==> config.mk <==
export PLATFORM = sky130hd
export DESIGN_NAME = adcc_ctrl
export DESIGN_NICKNAME = d
export VERILOG_FILES = /design/src/adcc_pkg.sv /design/src/adcc_ctrl.sv
export SDC_FILE = /design/constraint.sdc
export NUM_CORES = 1
export LEC_CHECK = 0
export ABC_AREA = 1
export BUFFER_PORTS_ARGS = -buffer_cell sky130_fd_sc_hd__clkbuf_2
export CELL_PAD_IN_SITES_DETAIL_PLACEMENT = 1
export CELL_PAD_IN_SITES_GLOBAL_PLACEMENT = 1
export CORE_ASPECT_RATIO = 1.75
export CORE_MARGIN = 2
export CORE_UTILIZATION = 48
export CTS_BUF_LIST = sky130_fd_sc_hd__clkbuf_8
export DETAILED_ROUTE_END_ITERATION = 16
export PLACE_DENSITY = 0.89
export SLEW_MARGIN = 30
export SYNTH_ARGS = -nofsm -noshare
export SYNTH_HDL_FRONTEND = slang
export SYNTH_SLANG_ARGS = --single-unit
==> constraint.sdc <==
create_clock -name core_clk_i -period 4.42 [get_ports core_clk_i]
set_input_delay 0.663 -clock core_clk_i [delete_from_list [all_inputs] [get_ports core_clk_i]]
set_output_delay 0.663 -clock core_clk_i [all_outputs]
set_load 0.005 [all_outputs]
==> src/adcc_pkg.sv <==
// Constants, field layouts and types of the converter control block
package adcc_pkg;

  // ****************************************
  // Register map and reset values
  // ****************************************
  localparam int ADDR_W = 2;
  localparam int DATA_W = 8;
  localparam logic [1:0] OFS_STATUS_CTRL = 2'h0;
  localparam logic [1:0] OFS_RESULT_HIGH = 2'h1;
  localparam logic [1:0] OFS_RESULT_LOW = 2'h2;
  localparam logic [1:0] OFS_CLOCK_CFG = 2'h3;
  localparam logic [7:0] RST_RESULT_HIGH = 8'h00;
  localparam logic [9:0] RST_RESULT = 10'h000;
  localparam logic [4:0] RST_CHANNEL = 5'h1f;

  // ****************************************
  // Field positions
  // ****************************************
  localparam int COCO_BIT = 7;
  localparam int DIV_LSB = 5;
  localparam int ACLK_BIT = 4;
  localparam int LSMP_BIT = 3;
  localparam int MODE_BIT = 2;

  // ****************************************
  // Channel codes and analog selects
  // ****************************************
  localparam logic [4:0] CH_EXT_LAST = 5'h03;
  localparam logic [4:0] CH_PB0 = 5'h04;
  localparam logic [4:0] CH_PB1 = 5'h05;
  localparam logic [4:0] CH_BANDGAP = 5'h1a;
  localparam logic [4:0] CH_OFF = 5'h1f;
  localparam int NSEL = 7;
  localparam int SEL_PB0 = 4;
  localparam int SEL_PB1 = 5;
  localparam int SEL_BG = 6;

  // ****************************************
  // Conversion timing, in converter clock ticks; comparator settling (CMP_SETTLE) in core clock cycles
  // ****************************************
  localparam logic [3:0] SAMPLE_SHORT = 4'h3;
  localparam logic [3:0] SAMPLE_LONG = 4'hf;
  localparam logic [3:0] MSB_IDX = 4'h9;
  localparam logic [3:0] LAST_IDX_10 = 4'h0;
  localparam logic [3:0] LAST_IDX_8 = 4'h2;
  localparam logic [9:0] SAR_START = 10'h200;
  localparam logic [3:0] CMP_SETTLE = 4'h3;

  // ****************************************
  // Types
  // ****************************************
  typedef enum logic [1:0] {
    ST_IDLE = 2'b00,
    ST_SAMPLE = 2'b01,
    ST_CONV = 2'b11,
    ST_DONE = 2'b10
  } adcc_state_t;

  typedef struct packed {
    logic [1:0] div;
    logic aclk_en;
    logic lsmp;
    logic mode10;
  } adcc_clk_cfg_t;

  localparam adcc_clk_cfg_t RST_CLK_CFG = '{div: 2'h0, aclk_en: 1'b0, lsmp: 1'b0, mode10: 1'b0};

endpackage

==> src/adcc_ctrl.sv <==
// Control logic of a 10-bit successive-approximation converter
module adcc_ctrl import adcc_pkg::*; (
  // Clock and reset
  input wire logic core_clk_i,
  input wire logic rstn_i,
  // Register port
  input wire logic [ADDR_W-1:0] addr_i,
  input wire logic [DATA_W-1:0] wdata_i,
  input wire logic wr_i,
  input wire logic rd_i,
  output logic [DATA_W-1:0] rdata_o,
  // Power and async clock
  input wire logic stop_i,
  input wire logic async_clk_i,
  // Analog front end
  input wire logic cmp_i,
  output logic [9:0] sar_code_o,
  output logic sample_o,
  output logic [NSEL-1:0] ana_sel_o
);

  // ****************************************
  // Declarations
  // ****************************************
  adcc_clk_cfg_t cfg_r;
  adcc_state_t st_r;
  logic [4:0] chan_r;
  logic coco_r;
  logic [9:0] res_r, sar_nxt;
  logic [3:0] bit_r, samp_r;
  logic [2:0] div_cnt_r;
  logic a_s1_r, a_s2_r, a_s3_r, c_s1_r, c_s2_r;
  logic [NSEL-1:0] sel_nxt;
  logic [2:0] div_lim;
  logic sync_tick, async_edge, halted, conv_tick;
  logic wr_ctrl, wr_clk, rd_low, done_set;
  logic [3:0] samp_lim, last_idx;

  // ****************************************
  // Channel decode
  // ****************************************
  function automatic logic [NSEL-1:0] chan_to_sel(input logic [4:0] ch);
    logic [NSEL-1:0] s;
    s = '0;
    if (ch <= CH_EXT_LAST) begin
      s[ch[1:0]] = 1'b1;
    end
    if (ch == CH_PB0) begin
      s[SEL_PB0] = 1'b1;
    end
    if (ch == CH_PB1) begin
      s[SEL_PB1] = 1'b1;
    end
    if (ch == CH_BANDGAP) begin
      s[SEL_BG] = 1'b1;
    end
    return s;
  endfunction

  assign wr_ctrl = wr_i && (addr_i == OFS_STATUS_CTRL);
  assign wr_clk = wr_i && (addr_i == OFS_CLOCK_CFG);
  assign rd_low = rd_i && (addr_i == OFS_RESULT_LOW);
  assign sel_nxt = chan_to_sel(wdata_i[4:0]);

  // ****************************************
  // Synchronisers
  // ****************************************
  always_ff @(posedge core_clk_i or negedge rstn_i) begin
    if (!rstn_i) begin
      a_s1_r <= 1'b0;
      a_s2_r <= 1'b0;
      a_s3_r <= 1'b0;
      c_s1_r <= 1'b0;
      c_s2_r <= 1'b0;
    end else begin
      a_s1_r <= async_clk_i;
      a_s2_r <= a_s1_r;
      a_s3_r <= a_s2_r;
      c_s1_r <= cmp_i;
      c_s2_r <= c_s1_r;
    end
  end

  // ****************************************
  // Reference clock selection
  // ****************************************
  // Core clock already runs at four times the bus rate
  assign div_lim = 3'((4'h1 << cfg_r.div) - 4'h1);
  assign sync_tick = (div_cnt_r == div_lim);
  assign async_edge = a_s2_r && !a_s3_r;
  // Without the async clock the reference stops with the core in stop mode
  assign halted = stop_i && !cfg_r.aclk_en;
  assign conv_tick = !halted && (cfg_r.aclk_en ? async_edge : sync_tick);

  always_ff @(posedge core_clk_i or negedge rstn_i) begin
    if (!rstn_i) begin
      div_cnt_r <= 3'h0;
    end else if (sync_tick || wr_clk) begin
      div_cnt_r <= 3'h0;
    end else begin
      div_cnt_r <= div_cnt_r + 3'h1;
    end
  end

  // ****************************************
  // Configuration registers
  // ****************************************
  always_ff @(posedge core_clk_i or negedge rstn_i) begin
    if (!rstn_i) begin
      cfg_r <= RST_CLK_CFG;
    end else if (wr_clk) begin
      cfg_r.div <= wdata_i[DIV_LSB+:2];
      cfg_r.aclk_en <= wdata_i[ACLK_BIT];
      cfg_r.lsmp <= wdata_i[LSMP_BIT];
      cfg_r.mode10 <= wdata_i[MODE_BIT];
    end
  end

  // Only the analog mux is steered; no digital disable leaves the block
  always_ff @(posedge core_clk_i or negedge rstn_i) begin
    if (!rstn_i) begin
      chan_r <= RST_CHANNEL;
      ana_sel_o <= '0;
    end else if (wr_ctrl) begin
      chan_r <= wdata_i[4:0];
      ana_sel_o <= sel_nxt;
    end
  end

  // ****************************************
  // Conversion sequence
  // ****************************************
  assign samp_lim = cfg_r.lsmp ? SAMPLE_LONG : SAMPLE_SHORT;
  assign last_idx = cfg_r.mode10 ? LAST_IDX_10 : LAST_IDX_8;
  assign done_set = (st_r == ST_DONE);

  always_comb begin
    sar_nxt = sar_code_o;
    sar_nxt[bit_r] = c_s2_r;
    if (bit_r != last_idx) begin
      sar_nxt[bit_r - 4'h1] = 1'b1;
    end
  end

  always_ff @(posedge core_clk_i or negedge rstn_i) begin
    if (!rstn_i) begin
      st_r <= ST_IDLE;
      samp_r <= 4'h0;
      bit_r <= MSB_IDX;
      sar_code_o <= '0;
      sample_o <= 1'b0;
    end else if (wr_ctrl) begin
      // A write to the channel field aborts and, if valid, restarts
      st_r <= (|sel_nxt) ? ST_SAMPLE : ST_IDLE;
      sample_o <= |sel_nxt;
      samp_r <= 4'h0;
      bit_r <= MSB_IDX;
      sar_code_o <= '0;
    end else begin
      case (st_r)
        ST_SAMPLE: begin
          if (conv_tick) begin
            if (samp_r == samp_lim) begin
              st_r <= ST_CONV;
              sample_o <= 1'b0;
              sar_code_o <= SAR_START;
              samp_r <= 4'h0;
            end else begin
              samp_r <= samp_r + 4'h1;
            end
          end
        end
        ST_CONV: begin
          if (samp_r != CMP_SETTLE) begin // Synchronised comparator lags the trial code
            samp_r <= samp_r + 4'h1;
          end else if (conv_tick) begin
            samp_r <= 4'h0;
            sar_code_o <= sar_nxt;
            if (bit_r == last_idx) begin
              st_r <= ST_DONE;
            end else begin
              bit_r <= bit_r - 4'h1;
            end
          end
        end
        ST_DONE: begin
          st_r <= ST_IDLE;
        end
        default: begin
          st_r <= ST_IDLE;
        end
      endcase
    end
  end

  // ****************************************
  // Result and completion flag
  // ****************************************
  always_ff @(posedge core_clk_i or negedge rstn_i) begin
    if (!rstn_i) begin
      res_r <= RST_RESULT;
    end else if (done_set) begin
      res_r <= sar_code_o;
    end
  end

  // Set wins over a clear in the same cycle
  always_ff @(posedge core_clk_i or negedge rstn_i) begin
    if (!rstn_i) begin
      coco_r <= 1'b0;
    end else if (done_set) begin
      coco_r <= 1'b1;
    end else if (wr_ctrl || rd_low) begin
      coco_r <= 1'b0;
    end
  end

  // ****************************************
  // Read data
  // ****************************************
  always_ff @(posedge core_clk_i or negedge rstn_i) begin
    if (!rstn_i) begin
      rdata_o <= '0;
    end else if (rd_i) begin
      case (addr_i)
        OFS_STATUS_CTRL: rdata_o <= {coco_r, 2'h0, chan_r};
        OFS_RESULT_HIGH: rdata_o <= cfg_r.mode10 ? {6'h00, res_r[9:8]} : RST_RESULT_HIGH;
        OFS_RESULT_LOW: rdata_o <= cfg_r.mode10 ? res_r[7:0] : res_r[9:2];
        OFS_CLOCK_CFG: rdata_o <= {1'b0, cfg_r, 2'h0};
        default: rdata_o <= '0;
      endcase
    end else begin
      rdata_o <= '0;
    end
  end
endmodule

# Yosys cells after proc, flatten, opt, wreduce, memory -nomap -nowiden
# Index checks and enable logic that the tools add are counted.
# Widths: inputs -> output; s select.
dict set report totals {
  in_bits 17
  regBits 65
  elab_cells 133
  output_inout_bits 26
}
dict set report classes {
  n_bitwise 1
  n_mux 51
  reduce_logical 27
  n_shift 1
  addsub 4
  n_lt_le_gt_ge 7
  eq_ne 22
}
# cell count
set ops {}
lappend ops {{$mux 10} 6}
lappend ops {{$mux 4} 12}
lappend ops {{$pmux 8 s4} 1}
lappend ops {{$pmux 10 s2} 1}
lappend ops {{$mux 2} 8}
lappend ops {{$mux 8} 2}
lappend ops {{$ne 3x3->1 const B} 5}
lappend ops {{$mux 1} 14}
lappend ops {{$bwmux 10} 1}
lappend ops {{$eq 5x3->1 const B} 2}
lappend ops {{$lt 4x5->1 const B} 2}
lappend ops {{$or 10x10->10} 1}
lappend ops {{$reduce_and 5->1} 2}
lappend ops {{$reduce_bool 2->1} 5}
lappend ops {{$logic_and 1x1->1} 9}
lappend ops {{$demux 1 s4} 2}
lappend ops {{$eq 2x2->1 const B} 4}
lappend ops {{$ge 4x1->1 const B} 2}
lappend ops {{$pmux 4 s2} 1}
lappend ops {{$reduce_or 7->1} 1}
lappend ops {{$reduce_and 3->1} 2}
lappend ops {{$eq 5x5->1 const B} 1}
lappend ops {{$le 5x2->1 const B} 1}
lappend ops {{$add 4x1->4 const B} 1}
lappend ops {{other kinds (22)} 27}

# Longest topological paths before layout
# Gate-level depths: netlist (run 1).
dict set report logic_depth {
  depth_word 11
  depth_mapped 11
  depth_no_buf 11
}

# Worst setup path before layout (run 1)
# No wires, ideal clock.
dict set report synth_timing {
  path_type {register to register}
  start {register bit_r[0]}
  end {register sar_code_o[9]}
  n_path_buf 0
  t_arrival_ns 1.577
  t_required_ns 4.300
  setup_ns 0.120
  path_slack_ns 2.723
  synth_period_minus_slack_ns 1.697
  path_stages_with_launch 11
  cell_sequence {dfstp_2 inv_1 ha_1 xor2_1 inv_1 nand2_1 nor2_1 nor2_1 nor2_1 nand2_1 nand2_1}
}
dict set report synth_between {
  elab_chain_cells 11
  elab_cells_between_ends 19
  classes_between {1 x add/sub; 4 x order compare; 1 x eq/ne; 10 x mux; 1 x bitwise; 2 x reduce/logical}
}
# element line_no
set synth_lines {}
lappend synth_lines {{start: declaration} adcc_ctrl.sv:30} ;# logic [3:0] bit_r, samp_r;
lappend synth_lines {{start signal: assignment} adcc_ctrl.sv:182} ;# bit_r <= bit_r - 4'h1;
lappend synth_lines {{$sub 4x1->4 (tied with other cells)} adcc_ctrl.sv:141} ;# sar_nxt[bit_r - 4'h1] = 1'b1;
lappend synth_lines {{$lt 4x5->1 (implied by the code) (tied with other cells)} adcc_ctrl.sv:141}
lappend synth_lines {{$logic_and 1x1->1 (implied by the code) or $mux 1 (tied branches)} {adcc_ctrl.sv:141, adcc_ctrl.sv:139}}
lappend synth_lines {{$mux 1 (implied by the code) or $demux 1 s4 (tied branches)} {adcc_ctrl.sv:141, adcc_ctrl.sv:139}}
lappend synth_lines {{$demux 1 s4 or $bwmux 10 (tied branches)} {adcc_ctrl.sv:141, adcc_ctrl.sv:139}}
lappend synth_lines {{$or 10x10->10 (no line)} --}
lappend synth_lines {{$mux 10 *} adcc_ctrl.sv:140} ;# if (bit_r != last_idx) begin
lappend synth_lines {{$mux 10 *} adcc_ctrl.sv:176} ;# end else if (conv_tick) begin
lappend synth_lines {{$mux 10 *} adcc_ctrl.sv:174} ;# if (samp_r != CMP_SETTLE) begin
lappend synth_lines {{$pmux 10 s2 *} adcc_ctrl.sv:160} ;# case (st_r)
lappend synth_lines {{$mux 10 *} adcc_ctrl.sv:152} ;# end else if (wr_ctrl) begin
lappend synth_lines {{end signal: assignment} adcc_ctrl.sv:178} ;# sar_code_o <= sar_nxt;
lappend synth_lines {{end: declaration} adcc_ctrl.sv:17} ;# output logic [9:0] sar_code_o,
# Every way passes the cells marked *; elsewhere a longest branch is shown, timed or not. The select of a mux whose other input is x is not followed.
# A chain may end at the register's enable or synchronous reset.

# Final worst setup path (run 1)
# Same ends and word-level chain as after synthesis.

==> flow_summary.json, run 1 <==
{
  "run_status": "completed",
  "synth_nets": 440,
  "design.final.nets": 483,
  "synth_compound_area_share_pct": 12.7,
  "timing.max_cap.violations": 0,
  "yosys.area.top_type_share_pct": 43.3,
  "layout.cells.most_common": "nand2_1",
  "final_max_slew_viol_count": 0,
  "critPathMaxFanout": 8,
  "max-clock-path-buffers": 2,
  "drt_drc_violations_left": 0,
  "firstDrtPassIters": 4,
  "clock_tree_from_tritoncts": "done",
  "antenna_left": 0,
  "numCtsBuffers": 9,
  "place.gp.congestion": 0.857,
  "max_freq_mhz": 506,
  "worstPathCellList": "inv_1, ha_1, xor2_1, inv_1, nand2_1, nor2_1, nor2_1, nor2_1, nand2_1, nand2_1",
  "path_clk_slew_ns": 0.07,
  "clock_insertion_delay_at_the_later_pin_of_the_skew_report_ns": 0.35,
  "initial_utilization_pct": 49.2,
  "totalPowerFinal_mw": 2.34,
  "critPathKind": "reg2reg",
  "routed_wire_length_per_instance_um": 16.1,
  "fp.coreArea_um2": 6810,
  "critical_path.endpoint_type": "register",
  "critical_path.startpoint_type": "register",
  "whs_ns": 0.352,
  "post-route-min-period_ns": 1.97,
  "largest_area_contributor_in_the_synthesized_netlist": "dfrtp_1",
  "post_cts_buffers": 0,
  "yosys-mux-area-fraction_pct": 1.31,
  "numPortBuffers": 41,
  "placedInstanceArea_um2": 3610,
  "grt_pass1_wl_mm": 14.7,
  "synth.area.top_cells": "dfrtp_1, nand2_1, o21ai_0, dfstp_2, inv_1",
  "placementRows": 40,
  "ctsResizeCount": 0,
  "vias": 2997,
  "routed_via_density": 5.49,
  "adder_and_majority_gate_portion_of_the_synthesized_area_pct": 3.36,
  "netlist-cell-type-count": 31,
  "main_combinational_cell_family_by_area_after_synthesis": "simple AND/OR/NAND/NOR gates",
  "fin_worst_skew_ns": 0.00720,
  "detailedPlace.worstSlack_ns": 2.13,
  "cp_data_required_time_ns": 4.66,
  "cpMaxStageDelayCell": "dfstp_2",
  "grt_pass1_vias": 3160,
  "worst-endpoint-arrival_ns": 2.22,
  "fraction_of_final_layout_cells_sized_beyond_drive_strength_1_pct": 17.3,
  "path_buf_inv": 2,
  "synth_simple_gate_area_share_pct": 26.1,
  "syn-instance-count": 414,
  "postSynthRegisterBits": 65,
  "syn_area_per_cell_um2": 8.09,
  "dieHeight_um": 115,
  "ctsRootBufferMaster": "clkbuf_8",
  "global_route.usage.total_pct": 25.5,
  "leakage_nw": 1.97,
  "cell_family_with_the_largest_share_of_critical_path_delay": "flip-flops",
  "clkSinkCount": 65,
  "fraction_of_synthesized_cell_area_in_xor_and_xnor_cells_pct": 1.31,
  "cts_htree_levels": 3,
  "vdd.ir_drop.worst_mv": 0.409,
  "max_stage_delay_ns": 0.58,
  "insertedDiodeCount": 0,
  "area_growth_pct": 12.7,
  "gr-total-overflow": 0,
  "post-route-cell-area_um2": 3780,
  "post_cts_hold_buffer_count": 0,
  "hold_viol": 0,
  "fp.dieW_um": 67.2,
  "tns_ns": 0,
  "cellPowerDensity_nw_per_um2": 620,
  "ios": 43,
  "timing.max_slew.rel_slack_pct": 46.2,
  "place_hpwl_mm": 6.67,
  "worst_slew_pin_slew_ns": 0.807,
  "yosysWarnings": 0,
  "antenna_violations_before_repair": 0,
  "post-route-worst-setup-slack_ns": 2.45,
  "totalWireLength_mm": 8.77,
  "iteration_0_drc_count_of_the_detailed_router": 238,
  "die_area_um2": 7690,
  "layout.cells.most_common_list": "nand2_1, dfrtp_1, inv_1, o21ai_0, clkbuf_2",
  "period_share_pct": 44.7,
  "setup_viol": 0,
  "rsz_0062_raised_after_global_routing": "no",
  "ys_seq_area_share_pct": 48.8,
  "grt_max_degree": 37,
  "mapped_area_um2": 3350,
  "timing.hold.worst.class": "reg2reg"
}
[where the power goes]
group	leakage [nW]	internal, mW	switching [mW]
clock	0.106	0.224	0.220
combinational	1.04	0.318	0.647
sequential	0.827	0.768	0.165
[worst paths after layout]
check	start	endpoint	cells past startpoint	slack, ns
worst max-delay path	bit_r[0]	sar_code_o[9]	10	2.45
worst min-delay path	a_s1_r	a_s2_r	0	0.35
worst max register to register	bit_r[0]	sar_code_o[9]	10	2.45
worst min register to register	a_s1_r	a_s2_r	0	0.35
max in group asynchronous	rstn_i	chan_r[1]	2	3.08
min in group asynchronous	rstn_i	div_cnt_r[1]	1	0.39
[per-stage QoR]
step / util [%] / std cells
after global placement: 53.0 / 530
after CTS: 55.5 / 546
after detailed placement: 53.0 / 530
after global routing: 55.5 / 546
after floorplan: - / 414
final: 55.5 / 546
[cells in the mapped netlist]
master    instances
a22oi_1           1
mux2i_1           1
xor2_1            3
nand2_4           1
o21ai_1          10
o21ai_0          41
mux2_2            3
inv_2             5
ha_1              9
dfstp_2           7
a31oi_1           4
o31ai_1           2
nor2_1           28
inv_1            36
nor2_4            4
nand2_2           3
buf_2             1
clkbuf_1          6
nand3_2           2
o211ai_1          3
dfrtp_1          58
nand2_1         125
buf_6             3
nor2_2            2
a21oi_1          18
xnor2_1           2
nand3_1          20
nor3_1            1
o41ai_1           1
nand4_1          13
nand3b_1          1
[layer usage]
metal / global-route usage [%] / routed length (um)
met5: 0 / 0
met1: 27.5 / 3350
met2: 47.0 / 4970
met3: 3.83 / 227
met4: 11.6 / 227
[cells by family (layout without fill, tap and decap cells)]
logic type	Yosys count	count (layout)
muxes	4	4
buffers and inverters	51	99
xor gates and xnor gates	5	5
adders and majority gates	9	9
DFF	65	65
and+or+nand+nor	200	200
AOI/OAI and AO/OA	80	80
[cell type report]
class / instances / area [um^2]
clock buffer: 11 / 151
tap: 84 / 105
multi-input combinational: 298 / 1500
inverter: 41 / 154
sequential: 65 / 1640
fill: 865 / 3030
clock inverter: 5 / 18.8
timing repair buffer: 42 / 213
[sequential cells by signal (all words and copies together) (netlist names)]
name	count
div_cnt_r	3
rdata_o	8
a_s2_r	1
st_r	2
a_s3_r	1
bit_r	4
samp_r	4
ana_sel_o	7
res_r	10
c_s2_r	1
coco_r	1
chan_r	5
cfg_r	5
c_s1_r	1
sample_o	1
sar_code_o	10
a_s1_r	1
(Power assumes the default switching activity.)
==> inputs of run 2 (changes only) <==
--- a/config.mk
+++ b/config.mk
@@ -11,10 +11,10 @@
 export CELL_PAD_IN_SITES_GLOBAL_PLACEMENT = 1
 export CORE_ASPECT_RATIO = 1.75
 export CORE_MARGIN = 2
-export CORE_UTILIZATION = 48
+export CORE_UTILIZATION = 40
 export CTS_BUF_LIST = sky130_fd_sc_hd__clkbuf_8
 export DETAILED_ROUTE_END_ITERATION = 16
-export PLACE_DENSITY = 0.89
+export PLACE_DENSITY = 0.8
 export SLEW_MARGIN = 30
 export SYNTH_ARGS = -nofsm -noshare
 export SYNTH_HDL_FRONTEND = slang
==> constraint.sdc (replaced) <==
create_clock -name core_clk_i -period 1.7 [get_ports core_clk_i]
set_input_delay 0.255 -clock core_clk_i [delete_from_list [all_inputs] [get_ports core_clk_i]]
set_output_delay 0.255 -clock core_clk_i [all_outputs]
set_load 0.005 [all_outputs]
==> run 2 against run 1 <==
Effect of this change:
- largest power group unchanged
- non-clock buffer count up 21
- combinational power rose to 3.3 times the previous value
- critical path depth unchanged
- highest routed layer unchanged
- routed wire length up 5.2%
- clock power rose to 2.6 times the previous value
- critical endpoint is now st_r[1]
- global-route usage down 4.0 points
- utilization down 6.0 points
==> flow_summary.json, run 2 (same netlist as run 1, synthesis figures left out) <==
{
  "grt_max_degree": 66,
  "die_area_um2": 9150,
  "max_stage_delay_ns": 0.44,
  "post-route-min-period_ns": 1.60,
  "fraction_of_final_layout_cells_sized_beyond_drive_strength_1_pct": 24.6,
  "design.final.nets": 505,
  "critical_path_depth": 10,
  "timing.max_cap.violations": 0,
  "dp_cells": 555,
  "timing.hold.worst.class": "in2reg",
  "cp_data_required_time_ns": 1.98,
  "cpMaxStageDelayCell": "dfrtp_1",
  "crit-reg2reg-launch": "cfg_r[3]",
  "critPathKind": "reg2reg",
  "setup_viol": 0,
  "final_max_slew_viol_count": 0,
  "clock_tree_from_tritoncts": "done",
  "numCtsBuffers": 9,
  "area_growth_pct": 21.2,
  "path_clk_slew_ns": 0.07,
  "placementRows": 44,
  "critPathMaxFanout": 6,
  "critPathMostFrequentCell": "nor2_2",
  "antenna_left": 0,
  "path_buf_inv": 1,
  "vias": 3032,
  "layout.cells.most_common": "nand2_1",
  "reg2regPathDepth": 10,
  "firstDrtPassIters": 4,
  "numPortBuffers": 41,
  "worstPathCellList": "nor2_2, nor2_1, nor2_2, nand3_2, nand3_2, nand2_4, buf_4, nor2_2, nand2_1, nand2_1",
  "worst_slew_pin_slew_ns": 0.345,
  "placedInstanceArea_um2": 3780,
  "place_hpwl_mm": 6.89,
  "drt_drc_violations_left": 0,
  "timing.rr.end": "st_r[1]",
  "clock_insertion_delay_at_the_later_pin_of_the_skew_report_ns": 0.35,
  "critical_path.startpoint_type": "register",
  "grt_pass1_vias": 3239,
  "initial_utilization_pct": 40.8,
  "rrSetupSlack_ns": 0.10,
  "leakage_nw": 2.09,
  "period_share_pct": 94.1,
  "place.gp.congestion": 0.871,
  "hold_viol": 0,
  "ctsRootBufferMaster": "clkbuf_8",
  "setup.worst_path.end": "st_r[1]",
  "timing.max_slew.rel_slack_pct": 76.7,
  "ios": 43,
  "fin_worst_skew_ns": 0.00745,
  "grt_pass1_wl_mm": 15.3,
  "routed_wire_length_per_instance_um": 16.0,
  "dieHeight_um": 125,
  "post-route-cell-area_um2": 4060,
  "max_freq_mhz": 625,
  "fp.coreArea_um2": 8200,
  "totalPowerFinal_mw": 6.73,
  "top_regs": "res_r: 10 flops, sar_code_o: 10 flops, rdata_o: 8 flops",
  "run_status": "completed",
  "setup.worst_path.start": "cfg_r[3]",
  "clkSinkCount": 65,
  "insertedDiodeCount": 0,
  "layout.cells.most_common_list": "nand2_1, dfrtp_1, clkbuf_2, o21ai_0, inv_1",
  "worst-endpoint-arrival_ns": 1.88,
  "cellPowerDensity_nw_per_um2": 1660,
  "max-clock-path-buffers": 2,
  "critical_path.endpoint_type": "register",
  "cts_htree_levels": 3,
  "instances_no_fill": 576,
  "vdd.ir_drop.worst_mv": 0.664,
  "antenna_violations_before_repair": 0,
  "iteration_0_drc_count_of_the_detailed_router": 161,
  "fp.dieW_um": 73.2,
  "cell_family_with_the_largest_share_of_critical_path_delay": "simple AND/OR/NAND/NOR gates",
  "gr-total-overflow": 0,
  "global_route.usage.total_pct": 21.5,
  "totalWireLength_mm": 9.23,
  "routed_via_density": 5.26
}
-- run 2: cell types whose count changed in the layout (fill, tap and decap cells not counted), sizes merged --
| cell | change |
|---|---|
| dlygate4sd3 | +3 |
| clkinv | +1 |
| nor2 | +1 |
| buf | +18 |
| inv | -1 |
-- run 2: worst min-delay path by stage --
stage	slack, ns	from	to	depth (start not counted)
4_1_cts	0.10	rd_i	rdata_o[0]	3
6_report	0.12	rd_i	rdata_o[0]	3
3_5_place_dp	0.30	rstn_i	div_cnt_r[1]	2
5_1_grt	0.12	rd_i	rdata_o[0]	3
2_1_floorplan	-0.04	rstn_i	a_s1_r	0
3_3_place_gp	0.30	rstn_i	ana_sel_o[4]	2
-- run 2: timing repair --
action                                  CTS  global route
gates resized for setup                   0            24
endpoints found under the setup margin    0            20
endpoints found under the hold margin    60             0
buffers inserted                          0             1
hold buffers                              3             0
-- run 2: layout make-up --
class,instances,area [um^2]
Tap cell,92,115
Fill cell,1013,4140
Inverter,41,154
Timing Repair Buffer,63,415
Sequential cell,65,1640
Clock buffer,11,151
Multi-Input combinational cell,299,1570
Clock inverter,5,20.0
-- run 2: worst register-to-register path, stage by stage, from the launching register on --
cell     delay, ns
dfrtp_1       0.44
nor2_2        0.15
nor2_1        0.06
nor2_2        0.11
nand3_2       0.14
nand3_2       0.11
nand2_4       0.10
buf_4         0.16
nor2_2        0.14
nand2_1       0.07
nand2_1       0.06
-- run 2: power breakdown --
| part | internal (mW) | total (mW) | switching, mW |
|---|---|---|---|
| registers | 2.00 | 2.38 | 0.376 |
| clock network | 0.586 | 1.15 | 0.569 |
| logic | 1.25 | 3.20 | 1.95 |
| total | 3.83 | 6.73 | 2.90 |
-- run 2: metal layers --
layer  routed length (um)  up-vias  global-route usage (%)
met2                 5190       41                    38.0
met4                  188        0                    8.93
met5                    0        -                       0
li1                     -     1488                       -
met3                  195       16                    4.67
met1                 3650     1487                    24.1
-- run 2: stage by stage --
stage / TNS (ns) / hold slack [ns] / worst slack (ns) / utilization, %
3_3_place_gp: 0 / 0.298 / 0.0953 / 46.1
2_1_floorplan: 0 / -0.0406 / 0.00288 / -
3_5_place_dp: 0 / 0.301 / 0.0387 / 46.1
6_report: 0 / 0.118 / 0.101 / 49.5
4_1_cts: 0 / 0.105 / 0.00576 / 48.6
5_1_grt: -0.0242 / 0.121 / -0.0126 / 49.5
